**src/hw/rst_wdt_pkg.sv**
```systemverilog
package rst_wdt_pkg;
    localparam int CLK_HZ           = 10_000_000;
    localparam int WDT_OSC_HZ       = 128_000;
    localparam int WDT_DIV          = CLK_HZ / WDT_OSC_HZ;
    localparam int WDT_BASE_TICKS   = 2048;
    localparam int WDT_PRESC_MAX    = 9;
    localparam int CHG_WINDOW       = 4;
    localparam int STARTUP_MIN_CYC  = 14;
    localparam int STARTUP_BASE_US  = 4100;
    localparam int STARTUP_BASE_CYC = STARTUP_BASE_US * (CLK_HZ / 1_000_000);
    localparam int STARTUP_LONG_MUL = 16;
    localparam int XTAL_START_CYC   = 16384;
    // Register byte offsets
    localparam logic [3:0] REG_WDT_CTRL  = 4'h0;
    localparam logic [3:0] REG_RST_FLAGS = 4'h4;
    localparam logic [3:0] REG_PWR       = 4'h8;
    localparam logic [3:0] REG_STATUS    = 4'hC;
    // Watchdog control fields
    localparam int WDC_IRQ_FLAG = 7;
    localparam int WDC_IRQ_EN   = 6;
    localparam int WDC_PRESC3   = 5;
    localparam int WDC_CHG_EN   = 4;
    localparam int WDC_RST_EN   = 3;
    localparam int WDC_PRESC_HI = 2;
    // Reset flags, power and status fields
    localparam int RF_WDT       = 3;
    localparam int RF_BOR       = 2;
    localparam int RF_EXT       = 1;
    localparam int RF_POR       = 0;
    localparam int PWR_ADC_PRR  = 0;
    localparam int ST_BANDGAP   = 0;
    localparam int ST_WDT_RUN   = 1;
    localparam int ST_ADC_EN    = 2;
    localparam logic [3:0] RST_FLAGS_INIT = 4'h1;
    localparam logic [2:0] BROWNOUT_OFF   = 3'h7;

    typedef struct packed {
        logic por;
        logic ext;
        logic wdt;
        logic bor;
    } rst_src_t;

    // Fuse bits: 1 means programmed
    typedef struct packed {
        logic [1:0] startup_time_fuse;
        logic [3:0] clock_source_fuse;
        logic       reset_pin_disable_fuse;
        logic [2:0] brownout_level_fuse;
        logic       watchdog_always_on_fuse;
    } fuse_t;
endpackage : rst_wdt_pkg

```
**src/hw/reset_and_watchdog_control.sv**
```systemverilog
`timescale 1ns/1ns
module reset_and_watchdog_control #(
    parameter int STARTUP_BASE_CYCLES = rst_wdt_pkg::STARTUP_BASE_CYC,
    parameter int XTAL_START_CYCLES   = rst_wdt_pkg::XTAL_START_CYC,
    parameter int WDT_BASE            = rst_wdt_pkg::WDT_BASE_TICKS,
    parameter int DLY_W               = 21,
    parameter int WDT_CNT_W           = 20
) (
    // Clock and reset
    input  wire logic              clk_i,
    input  wire logic              rst_i,
    // Wishbone slave
    input  wire logic              cyc_i,
    input  wire logic              stb_i,
    input  wire logic              we_i,
    input  wire logic [3:0]        adr_i,
    input  wire logic [3:0]        sel_i,
    input  wire logic [31:0]       dat_i,
    output logic      [31:0]       dat_o,
    output logic                   ack_o,
    // Reset sources and fuses
    input  wire logic              por_active_i,
    input  wire logic              ext_reset_n_i,
    input  wire logic              brownout_below_i,
    input  wire rst_wdt_pkg::fuse_t fuses_i,
    // Core and analog side
    input  wire logic              wdr_i,
    input  wire logic              wdt_irq_ack_i,
    input  wire logic              adc_enable_i,
    input  wire logic              comparator_bandgap_select_i,
    output logic                   internal_reset_o,
    output logic                   reset_vector_o,
    output logic                   wdt_irq_o,
    output logic                   bandgap_on_o,
    output logic                   adc_shutdown_o,
    output logic                   comparator_mux_ok_o
);
    import rst_wdt_pkg::*;

    localparam logic [6:0] WDT_DIV_LAST = 7'(WDT_DIV - 1);
    localparam logic [2:0] CHG_LOAD     = 3'(CHG_WINDOW);

    rst_src_t               src;
    logic                   any_src;
    logic                   brownout_en;
    logic [DLY_W-1:0]       dly_cnt;
    logic [DLY_W-1:0]       dly_load;
    logic [DLY_W-1:0]       dly_base;
    logic                   in_rst_q;
    logic                   wdt_rst_pulse;
    logic [6:0]             div_cnt;
    logic                   wdt_tick;
    logic [WDT_CNT_W-1:0]   wdt_cnt;
    logic                   irq_flag;
    logic                   irq_en_r;
    logic                   rst_en_r;
    logic [3:0]             presc;
    logic [2:0]             chg_cnt;
    logic                   chg_en;
    logic                   eff_rst_en;
    logic                   eff_irq_en;
    logic                   wdt_run;
    logic                   timeout;
    logic                   to_irq;
    logic                   to_rst;
    logic [3:0]             rflags;
    logic                   adc_prr;
    logic                   req;
    logic                   wr;
    logic [7:0]             wdata;
    logic                   wr_wdc;
    logic                   wr_rf;
    logic                   wr_pwr;
    logic                   arm;
    logic [7:0]             rdata;

    // Time-out in oscillator ticks for a prescale code
    function automatic logic [WDT_CNT_W-1:0] wdt_limit(
        input logic [3:0] code
    );
        logic [3:0] c;
        c = (code > 4'(WDT_PRESC_MAX)) ? 4'(WDT_PRESC_MAX) : code;
        wdt_limit = WDT_CNT_W'((WDT_BASE << c) - 1);
    endfunction : wdt_limit

    // Reset source combination, asynchronous to the clock
    assign brownout_en = fuses_i.brownout_level_fuse != BROWNOUT_OFF;
    assign src.por = por_active_i;
    assign src.ext = !ext_reset_n_i
                     && !fuses_i.reset_pin_disable_fuse;
    assign src.wdt = wdt_rst_pulse;
    assign src.bor = brownout_en && brownout_below_i;
    assign any_src = |src;

    // Start-up delay chosen by fuses
    always_comb begin
        unique case (fuses_i.startup_time_fuse)
            2'h0: dly_base = DLY_W'(STARTUP_MIN_CYC);
            2'h1: dly_base = DLY_W'(STARTUP_BASE_CYCLES);
            2'h2: dly_base = DLY_W'(STARTUP_BASE_CYCLES * STARTUP_LONG_MUL);
            2'h3: dly_base = DLY_W'(STARTUP_BASE_CYCLES * STARTUP_LONG_MUL);
        endcase
        dly_load = dly_base;
        if (fuses_i.clock_source_fuse[3]) begin
            dly_load = dly_base + DLY_W'(XTAL_START_CYCLES);
        end
    end

    // Delay counter reloads while any source is active
    always_ff @(posedge clk_i) begin
        if (rst_i || any_src) begin
            dly_cnt <= dly_load;
        end else if (dly_cnt != '0) begin
            dly_cnt <= dly_cnt - 1'b1;
        end
    end

    // Immediate path so ports reset without a clock
    assign internal_reset_o = rst_i || any_src
                              || (dly_cnt != '0);

    // Restart pulse toward the core fetch unit
    always_ff @(posedge clk_i) begin
        if (rst_i) begin
            in_rst_q       <= 1'b1;
            reset_vector_o <= 1'b0;
        end else begin
            in_rst_q       <= internal_reset_o;
            reset_vector_o <= in_rst_q && !internal_reset_o;
        end
    end

    // Watchdog oscillator enable from the system clock
    always_ff @(posedge clk_i) begin
        if (internal_reset_o) begin
            div_cnt  <= '0;
            wdt_tick <= 1'b0;
        end else if (div_cnt == WDT_DIV_LAST) begin
            div_cnt  <= '0;
            wdt_tick <= 1'b1;
        end else begin
            div_cnt  <= div_cnt + 1'b1;
            wdt_tick <= 1'b0;
        end
    end

    // Effective mode bits
    assign eff_rst_en = rst_en_r || rflags[RF_WDT]
                        || fuses_i.watchdog_always_on_fuse;
    assign eff_irq_en = irq_en_r
                        && !fuses_i.watchdog_always_on_fuse;
    assign wdt_run    = eff_rst_en || eff_irq_en;
    assign timeout    = wdt_run && wdt_tick
                        && (wdt_cnt >= wdt_limit(presc));
    // Combined mode: second expiry with flag pending resets
    assign to_irq = timeout && eff_irq_en
                    && !(eff_rst_en && irq_flag);
    assign to_rst = timeout && eff_rst_en
                    && !(eff_irq_en && !irq_flag);

    always_ff @(posedge clk_i) begin
        if (internal_reset_o || wdr_i || !wdt_run) begin
            wdt_cnt <= '0;
        end else if (timeout) begin
            wdt_cnt <= '0;
        end else if (wdt_tick) begin
            wdt_cnt <= wdt_cnt + 1'b1;
        end
    end

    // One clock wide; its own reset clears the counter
    always_ff @(posedge clk_i) begin
        if (rst_i) begin
            wdt_rst_pulse <= 1'b0;
        end else begin
            wdt_rst_pulse <= to_rst;
        end
    end

    // Bus decode; writes land at the edge that sees ack
    assign req    = cyc_i && stb_i;
    assign wr     = req && we_i && ack_o && sel_i[0];
    assign wdata  = dat_i[7:0];
    assign wr_wdc = wr && (adr_i == REG_WDT_CTRL);
    assign wr_rf  = wr && (adr_i == REG_RST_FLAGS);
    assign wr_pwr = wr && (adr_i == REG_PWR);
    assign arm    = wr_wdc && wdata[WDC_CHG_EN]
                    && wdata[WDC_RST_EN];
    assign chg_en = chg_cnt != '0;

    always_ff @(posedge clk_i) begin
        if (internal_reset_o) begin
            chg_cnt <= '0;
        end else if (arm) begin
            chg_cnt <= CHG_LOAD;
        end else if (chg_en) begin
            chg_cnt <= chg_cnt - 1'b1;
        end
    end

    always_ff @(posedge clk_i) begin
        if (internal_reset_o) begin
            rst_en_r <= 1'b0;
        end else if (wr_wdc) begin
            if (wdata[WDC_RST_EN]) begin
                rst_en_r <= 1'b1;
            end else if (chg_en && !wdata[WDC_CHG_EN]) begin
                rst_en_r <= 1'b0;
            end
        end
    end

    always_ff @(posedge clk_i) begin
        if (internal_reset_o) begin
            presc <= '0;
        end else if (wr_wdc && chg_en && !wdata[WDC_CHG_EN]) begin
            presc <= {wdata[WDC_PRESC3],
                      wdata[WDC_PRESC_HI:0]};
        end
    end

    // Vector entry in combined mode drops to reset mode
    always_ff @(posedge clk_i) begin
        if (internal_reset_o) begin
            irq_en_r <= 1'b0;
        end else if (wdt_irq_ack_i && eff_rst_en) begin
            irq_en_r <= 1'b0;
        end else if (wr_wdc) begin
            irq_en_r <= wdata[WDC_IRQ_EN];
        end
    end

    // Set wins over either clear
    always_ff @(posedge clk_i) begin
        if (internal_reset_o) begin
            irq_flag <= 1'b0;
        end else if (to_irq) begin
            irq_flag <= 1'b1;
        end else if (wdt_irq_ack_i
                     || (wr_wdc && wdata[WDC_IRQ_FLAG])) begin
            irq_flag <= 1'b0;
        end
    end

    assign wdt_irq_o = irq_flag && eff_irq_en;

    // Reset cause flags survive all but power-on and rst_i
    always_ff @(posedge clk_i) begin
        if (rst_i || src.por) begin
            rflags <= RST_FLAGS_INIT;
        end else begin
            rflags[RF_POR] <= rflags[RF_POR]
                              && !(wr_rf && !wdata[RF_POR]);
            rflags[RF_EXT] <= src.ext || (rflags[RF_EXT]
                              && !(wr_rf && !wdata[RF_EXT]));
            rflags[RF_BOR] <= src.bor || (rflags[RF_BOR]
                              && !(wr_rf && !wdata[RF_BOR]));
            rflags[RF_WDT] <= src.wdt || (rflags[RF_WDT]
                              && !(wr_rf && !wdata[RF_WDT]));
        end
    end

    always_ff @(posedge clk_i) begin
        if (internal_reset_o) begin
            adc_prr <= 1'b0;
        end else if (wr_pwr) begin
            adc_prr <= wdata[PWR_ADC_PRR];
        end
    end

    assign adc_shutdown_o      = adc_prr;
    assign comparator_mux_ok_o = !adc_prr;
    assign bandgap_on_o        = brownout_en || comparator_bandgap_select_i
                                 || adc_enable_i;

    // Read multiplexer
    always_comb begin
        rdata = '0;
        unique case (adr_i)
            REG_WDT_CTRL: begin
                rdata[WDC_IRQ_FLAG]   = irq_flag;
                rdata[WDC_IRQ_EN]     = eff_irq_en;
                rdata[WDC_PRESC3]     = presc[3];
                rdata[WDC_CHG_EN]     = chg_en;
                rdata[WDC_RST_EN]     = eff_rst_en;
                rdata[WDC_PRESC_HI:0] = presc[2:0];
            end
            REG_RST_FLAGS: begin
                rdata[3:0] = rflags;
            end
            REG_PWR: begin
                rdata[PWR_ADC_PRR] = adc_prr;
            end
            REG_STATUS: begin
                rdata[ST_BANDGAP] = bandgap_on_o;
                rdata[ST_WDT_RUN] = wdt_run;
                rdata[ST_ADC_EN]  = adc_enable_i;
            end
            default: begin
                rdata = '0;
            end
        endcase
    end

    always_ff @(posedge clk_i) begin
        if (internal_reset_o) begin
            ack_o <= 1'b0;
            dat_o <= '0;
        end else begin
            ack_o <= req && !ack_o;
            if (req && !ack_o) begin
                dat_o <= {24'h00_0000, rdata};
            end
        end
    end
endmodule : reset_and_watchdog_control

```
**config.mk**
```make
export PLATFORM = sky130hd
export DESIGN_NAME = reset_and_watchdog_control
export DESIGN_NICKNAME = d
export VERILOG_FILES = /design/src/hw/rst_wdt_pkg.sv /design/src/hw/reset_and_watchdog_control.sv
export SDC_FILE = /design/constraint.sdc
export NUM_CORES = 1
export LEC_CHECK = 0
export ABC_AREA = 1
export BUFFER_PORTS_ARGS = -buffer_cell sky130_fd_sc_hd__buf_2
export CAP_MARGIN = 5
export CELL_PAD_IN_SITES_DETAIL_PLACEMENT = 1
export CELL_PAD_IN_SITES_GLOBAL_PLACEMENT = 1
export CORE_MARGIN = 2
export CORE_UTILIZATION = 42
export DETAILED_ROUTE_END_ITERATION = 8
export GPL_ROUTABILITY_DRIVEN = 1
export MAX_ROUTING_LAYER = met4
export PLACE_DENSITY = 0.82
export SETUP_SLACK_MARGIN = 0.3
export SYNTH_ARGS = -nofsm -noshare
export SYNTH_HDL_FRONTEND = slang
export SYNTH_SLANG_ARGS = --single-unit
```
**constraint.sdc**
```tcl
create_clock -name clk_i -period 5.4 [get_ports clk_i]
set_clock_uncertainty 0.1 [all_clocks]
set_input_delay 0.54 -clock clk_i [delete_from_list [all_inputs] [get_ports clk_i]]
set_output_delay 0.54 -clock clk_i [all_outputs]
set_load 0.03 [all_outputs]
```
After elaboration in Yosys (flattened, before gate mapping)
Cells that the tools add are included.
{"block": "totals", "register_bits": 76, "inputBits": 63, "output_inout_bits": 39, "wordCells": 134}
{"block": "classes", "n_addsub": 6, "magnitude_cmp": 2, "n_eq_ne": 8, "shifts": 1, "muxes": 16, "reduce_logical": 84}
{"cell": "$mux W21", "count": 3}
{"cell": "$pmux W21 S3", "count": 1}
{"cell": "$logic_and A1 B1 Y1", "count": 36}
{"cell": "$add A21 B15 Y21 const B", "count": 1}
{"cell": "$reduce_bool A21 Y1", "count": 1}
{"cell": "$sub A21 B1 Y21 const B", "count": 1}
{"cell": "$add A20 B1 Y20 const B", "count": 1}
{"cell": "$ge A20 B20 Y1", "count": 1}
{"cell": "$shl A12 B4 Y20 const A", "count": 1}
{"cell": "$sub A20 B2 Y20 const B", "count": 1}
{"cell": "$logic_not A1 Y1", "count": 19}
{"cell": "$logic_or A1 B1 Y1", "count": 14}
{"cell": "$reduce_or A2 Y1", "count": 5}
{"cell": "$eq A4 B4 Y1 const B", "count": 2}
{"cell": "$mux W4", "count": 2}
{"cell": "$reduce_bool A2 Y1", "count": 4}
{"cell": "$add A7 B1 Y7 const B", "count": 1}
{"cell": "$eq A7 B7 Y1 const B", "count": 1}
{"cell": "$mux W3", "count": 2}
{"cell": "$pmux W2 S3", "count": 1}
{"cell": "$mux W1", "count": 5}
{"cell": "$eq A2 B2 Y1 const B", "count": 2}
{"cell": "$eq A4 B3 Y1 const B", "count": 1}
{"cell": "$gt A4 B4 Y1 const B", "count": 1}
{"cell": "10 further kinds", "count": 10}

Logic depth before layout (Yosys ltp)
{"block": "depth", "ltp_word": 9, "mapped_depth": 20, "depth_no_buf": 18}

Least setup slack after synthesis
No wires, ideal clock.
{"block": "synth_timing", "path_kind": "register to register", "startpoint": "register presc[2]", "endpoint": "register wdt_cnt[10]", "setup_time_ps": 117, "arrival_ps": 2380, "t_required_ps": 5183, "path_slack_ps": 2803, "path_stages_with_launch": 21, "path_buffers": 2, "synth_period_minus_slack_ps": 2597, "cell_sequence": "dfxtp_1 clkbuf_1 nor2_1 nand2_1 nor2_1 inv_1 ha_1 o31ai_1 a31oi_1 xor2_1 ha_1 nand2_1 nor2_1 nand2_1 nor2_1 nand2_1 nand3_1 nand2_1 nand2_2 buf_6 nor2_2"}
{"block": "synth_between", "elab_chain_cells": 7}
{"item": "from (decl)", "line": "reset_and_watchdog_control.sv:57", "source": "logic [3:0] presc;"}
{"item": "from (signal assigned)", "line": "reset_and_watchdog_control.sv:217", "source": "presc <= {wdata[WDC_PRESC3],"}
{"item": "$gt A4 B4 Y1", "line": "reset_and_watchdog_control.sv:82", "source": "c = (code > 4'(WDT_PRESC_MAX)) ? 4'(WDT_PRESC_MAX) : code;"}
{"item": "$mux W4 *", "line": "reset_and_watchdog_control.sv:82"}
{"item": "$shl A12 B4 Y20 *", "line": "reset_and_watchdog_control.sv:83", "source": "wdt_limit = WDT_CNT_W'((WDT_BASE << c) - 1);"}
{"item": "$sub A20 B2 Y20 *", "line": "reset_and_watchdog_control.sv:83"}
{"item": "$ge A20 B20 Y1 *", "line": "reset_and_watchdog_control.sv:154", "source": "&& (wdt_cnt >= wdt_limit(presc));"}
{"item": "$logic_and A1 B1 Y1 *", "line": "reset_and_watchdog_control.sv:154"}
{"item": "$reduce_or A2 Y1 (no line) *"}
{"item": "to (signal assigned)", "line": "reset_and_watchdog_control.sv:167", "source": "wdt_cnt <= wdt_cnt + 1'b1;"}
{"item": "to (decl)", "line": "reset_and_watchdog_control.sv:53", "source": "logic [WDT_CNT_W-1:0] wdt_cnt;"}
Mark *: on every way between the ends. The rest lies on a longest branch, timed or not.
A chain may end at the register's enable or synchronous reset.

Final worst setup path
{"block": "layout_timing", "startpoint": "register presc[3]", "endpoint": "register wdt_cnt[6]"}
The elaborated chain is that of the path after synthesis.

==> key figures <==
Run status
  – Status: complete, no violations

Die
  – Initial cell density of the core: 0.4283
  – Area of the core: 10230 µm²
  – Die width: 106.1 µm
  – Ports: 102
  – Die footprint: 11270 µm²
  – Std cell rows: 37
  – Die height: 106.1 µm

Detailed routing
  – WL met3: 287 µm
  – DRC errors left: 0
  – Met1 wire length: 4.841 mm
  – Final wirelength: 10.66 mm
  – Met2 Routed Length: between 5 and 6 mm
  – DR iter-0 viols: 141
  – Uppermost layer routed: met4
  – Final antenna-violating net count: 0
  – Routed length per instance: around 14 µm
  – DR vias: 3812
  – Drt first pass iters: 4
  – Via density: approximately 5

Setup path
  – Startpoint types: flip-flop
  – Critical path data arrival time: 3450 ps
  – Reg2Reg Depth: 18
  – FF-to-FF Start: presc[3]
  – Critical path peak fanout: 20
  – Endpoint class of the critical path: flip-flop
  – Crit path kind: reg -> reg
  – Crit path capture: wdt_cnt[6]
  – Worst reg2reg setup slack: just over 2000 ps
  – Critical Path RT: 5530 ps
  – Reg2reg end: wdt_cnt[6]
  – Worst setup path startpoint: presc[3]

Synth
  – Yosys top cell by area: dfxtp_1
  – Avg Cell Area, Syn: 7.581 µm²
  – Post-synth EDFFs: 21
  – Post-synthesis xor/xnor area fraction: 0.05797
  – Share of Yosys cell area claimed by the top area cell type: 0.2513
  – Cell Area, Synth: 4382 µm²
  – Mux cell area share after synthesis: 0.004569
  – Top post-synthesis cells by area: dfxtp_1 (25%), edfxtp_1 (14%), nand2_1 (9.0%), nor2_1 (8.2%), inv_1 (5.8%)
  – Synth Area in Compound Gates: 0.08081
  – Post-synth top cells: nand2_1 (105), nor2_1 (96), inv_1 (68), dfxtp_1 (55), nand3_1 (32)
  – Async set-or-reset flop fraction in the synthesized netlist: 0
  – Post-synthesis adder-cell area fraction: 0.04569
  – Synth Flop Type: dfxtp_1
  – Yosys warns: 0
  – Seq cells post-synth: 76
  – Largest family of logic cells by synthesized area: simple AND/OR/NAND/NOR gates
  – Post-Synth Simple-Gate Area: 0.3007
  – Sequential area share after synthesis: 0.3952
  – Post-Syn Instances: 578
  – Count leader, synth: nand2_1
  – Yosys cell types: 41

Clock tree
  – # hold bufs at CTS: 0
  – CTS resizes: 0
  – Worst-path clk slew: 80 ps
  – Longest Clk Path Bufs: 2
  – Num CTS Buffers: 9
  – # H-tree levels: 3
  – CTS root buf: clkbuf_8
  – Post-CTS Setup Inserts: 0
  – Skew-Pair Late Insertion Delay: 370 ps
  – Sink Count: 76
  – CTS tree: done

Placement
  – GPL Wtd Cong: 0.8252
  – I/O Buffers: 47
  – Pre-CTS WS: 2057 ps
  – Post-detail-place hpwl: 8.055 mm

GRT
  – First-pass GRT wire length: 18.24 mm
  – All-Layer GR Usage: 0.2059
  – Vias in the first global route: 4076
  – GRT overflow: 0
  – Maximum number of pins on one net before global-route repair: 46
  – Initial antenna violation count: 0

Timing
  – Worst slew pin tran: about 570 ps
  – Max Clk Rate: 300.8 MHz
  – Final Cycle Share: 0.6157
  – RSZ-0062 raised after global routing: no
  – Final setup margin: 2075 ps
  – WHS: approximately 270 ps
  – Post-layout min period: 3325 ps
  – Slew HR: 0.6226
  – Final slew viol count: 0
  – Setup Total Neg Slack: 0 ps
  – Hold Violations, Final: 0
  – Final setup violation count: 0

Job
  – Max cap viols: 0

Final layout
  – Final net count: just over 700
  – P&R area growth vs syn: 10.94%
  – Diodes inserted: 0
  – Storage cell area: roughly 1700 µm²
  – Fraction of layout cells with a size suffix above 1: 0.1483
  – Filler cell count in the final layout: 1329
  – Multi-input logic area: 2236 µm²

Worst hold path
  – Hold WC Path Type: in -> reg

Power
  – Leak pwr: 1.975 nW
  – Pwr Density: 240.0 nW/µm²
  – Max rail drop VDD: 0.00009911 V
[layout by cell type (no fill, tap or decap), types with 2 or more instances in the layout]
cell / instances
o211ai_1: 3
a21oi_1: 27
nand3b_1: 3
dfxtp_1: 55
a211oi_1: 5
nor2_1: 96
clkinv_1: 3
nor2_2: 18
o21ai_0: 12
nand2_2: 3
or2_2: 2
clkbuf_16: 2
o31ai_1: 2
edfxtp_1: 21
xnor2_1: 12
buf_2: 47
nor2_4: 2
nand3_1: 32
ha_1: 16
clkbuf_8: 9
a31oi_1: 3
clkinvlp_4: 3
conb_1: 24
a22oi_1: 4
mux2i_1: 2
inv_1: 68
nand2_1: 105
nor3_1: 10
xor2_1: 17
nand4_1: 14
[cell families (layout without fill, tap and decap cells)]
logic type | count (synthesis) | in the layout
AND/OR/NAND/NOR | 291 | 291
buffers and inverters | 102 | 135
flip-flops | 76 | 76
AO/OA/AOI/OAI | 61 | 61
XOR/XNOR | 29 | 29
adder cells (fa/ha/maj) | 16 | 16
multiplexers | 2 | 2
other | 1 | 24
[critical path, stage by stage, from the launching register on]
cell	delay, ps
dfxtp_1	450
clkinv_1	260
nand2_1	130
nor2_1	60
inv_1	70
ha_1	180
o31ai_1	110
a31oi_1	200
xor2_1	100
ha_1	300
nand2_1	50
nor2_1	150
nand2_1	70
nor2_1	80
nand2_1	60
nand3_1	120
nand2_1	130
nand2_2	450
nor2_1	100
[area by class of cell]
| class | instances | area share |
|---|---|---|
| Clock inverter | 5 | 0.008237 |
| Timing Repair Buffer | 48 | 0.04994 |
| Clock buffer | 11 | 0.03578 |
| Tap cell | 136 | 0.03501 |
| Multi-Input combinational cell | 423 | 0.4600 |
| Sequential cell | 76 | 0.3562 |
| Inverter | 71 | 0.05483 |
[where the power goes]
group	switching, mW	internal (mW)
Clock	0.236	0.225
Sequential	0.00777	0.593
Combinational	0.0763	0.0283
[per-stage QoR]
stage                     cell area [µm²]  cells  utilization  total power [mW]
after floorplan                      4468    601            -            0.7003
after global placement               4647    754       0.4542            0.7135
after CTS                            4861    770       0.4751             1.179
after detailed placement             4647    754       0.4542            0.7180
after global routing                 4861    770       0.4751             1.215
final                                4861    770       0.4751             1.167
[worst min path at each step]
stage	start	end	slack, ps	cells after the start
after floorplan	in_rst_q	reset_vector_o	290	2
after global placement	in_rst_q	reset_vector_o	290	2
after detailed placement	in_rst_q	reset_vector_o	310	2
after CTS	rst_i	wdt_rst_pulse	260	2
after global routing	rst_i	wdt_rst_pulse	260	2
final	rst_i	wdt_rst_pulse	270	2
[routing by layer]
layer | up-vias | global-route usage
met4 | 0 | 0.06203
met3 | 9 | 0.03740
met1 | 1831 | 0.2436
met5 | - | -
li1 | 1918 | -
met2 | 54 | 0.3567
[registers in the layout, summed over array words and instances (netlist names), 3 cells and up]
register,cells
presc,4
rflags,4
chg_cnt,3
dly_cnt,21
wdt_cnt,20
div_cnt,7
dat_o,8
Power figures use the tool's default switching activity.
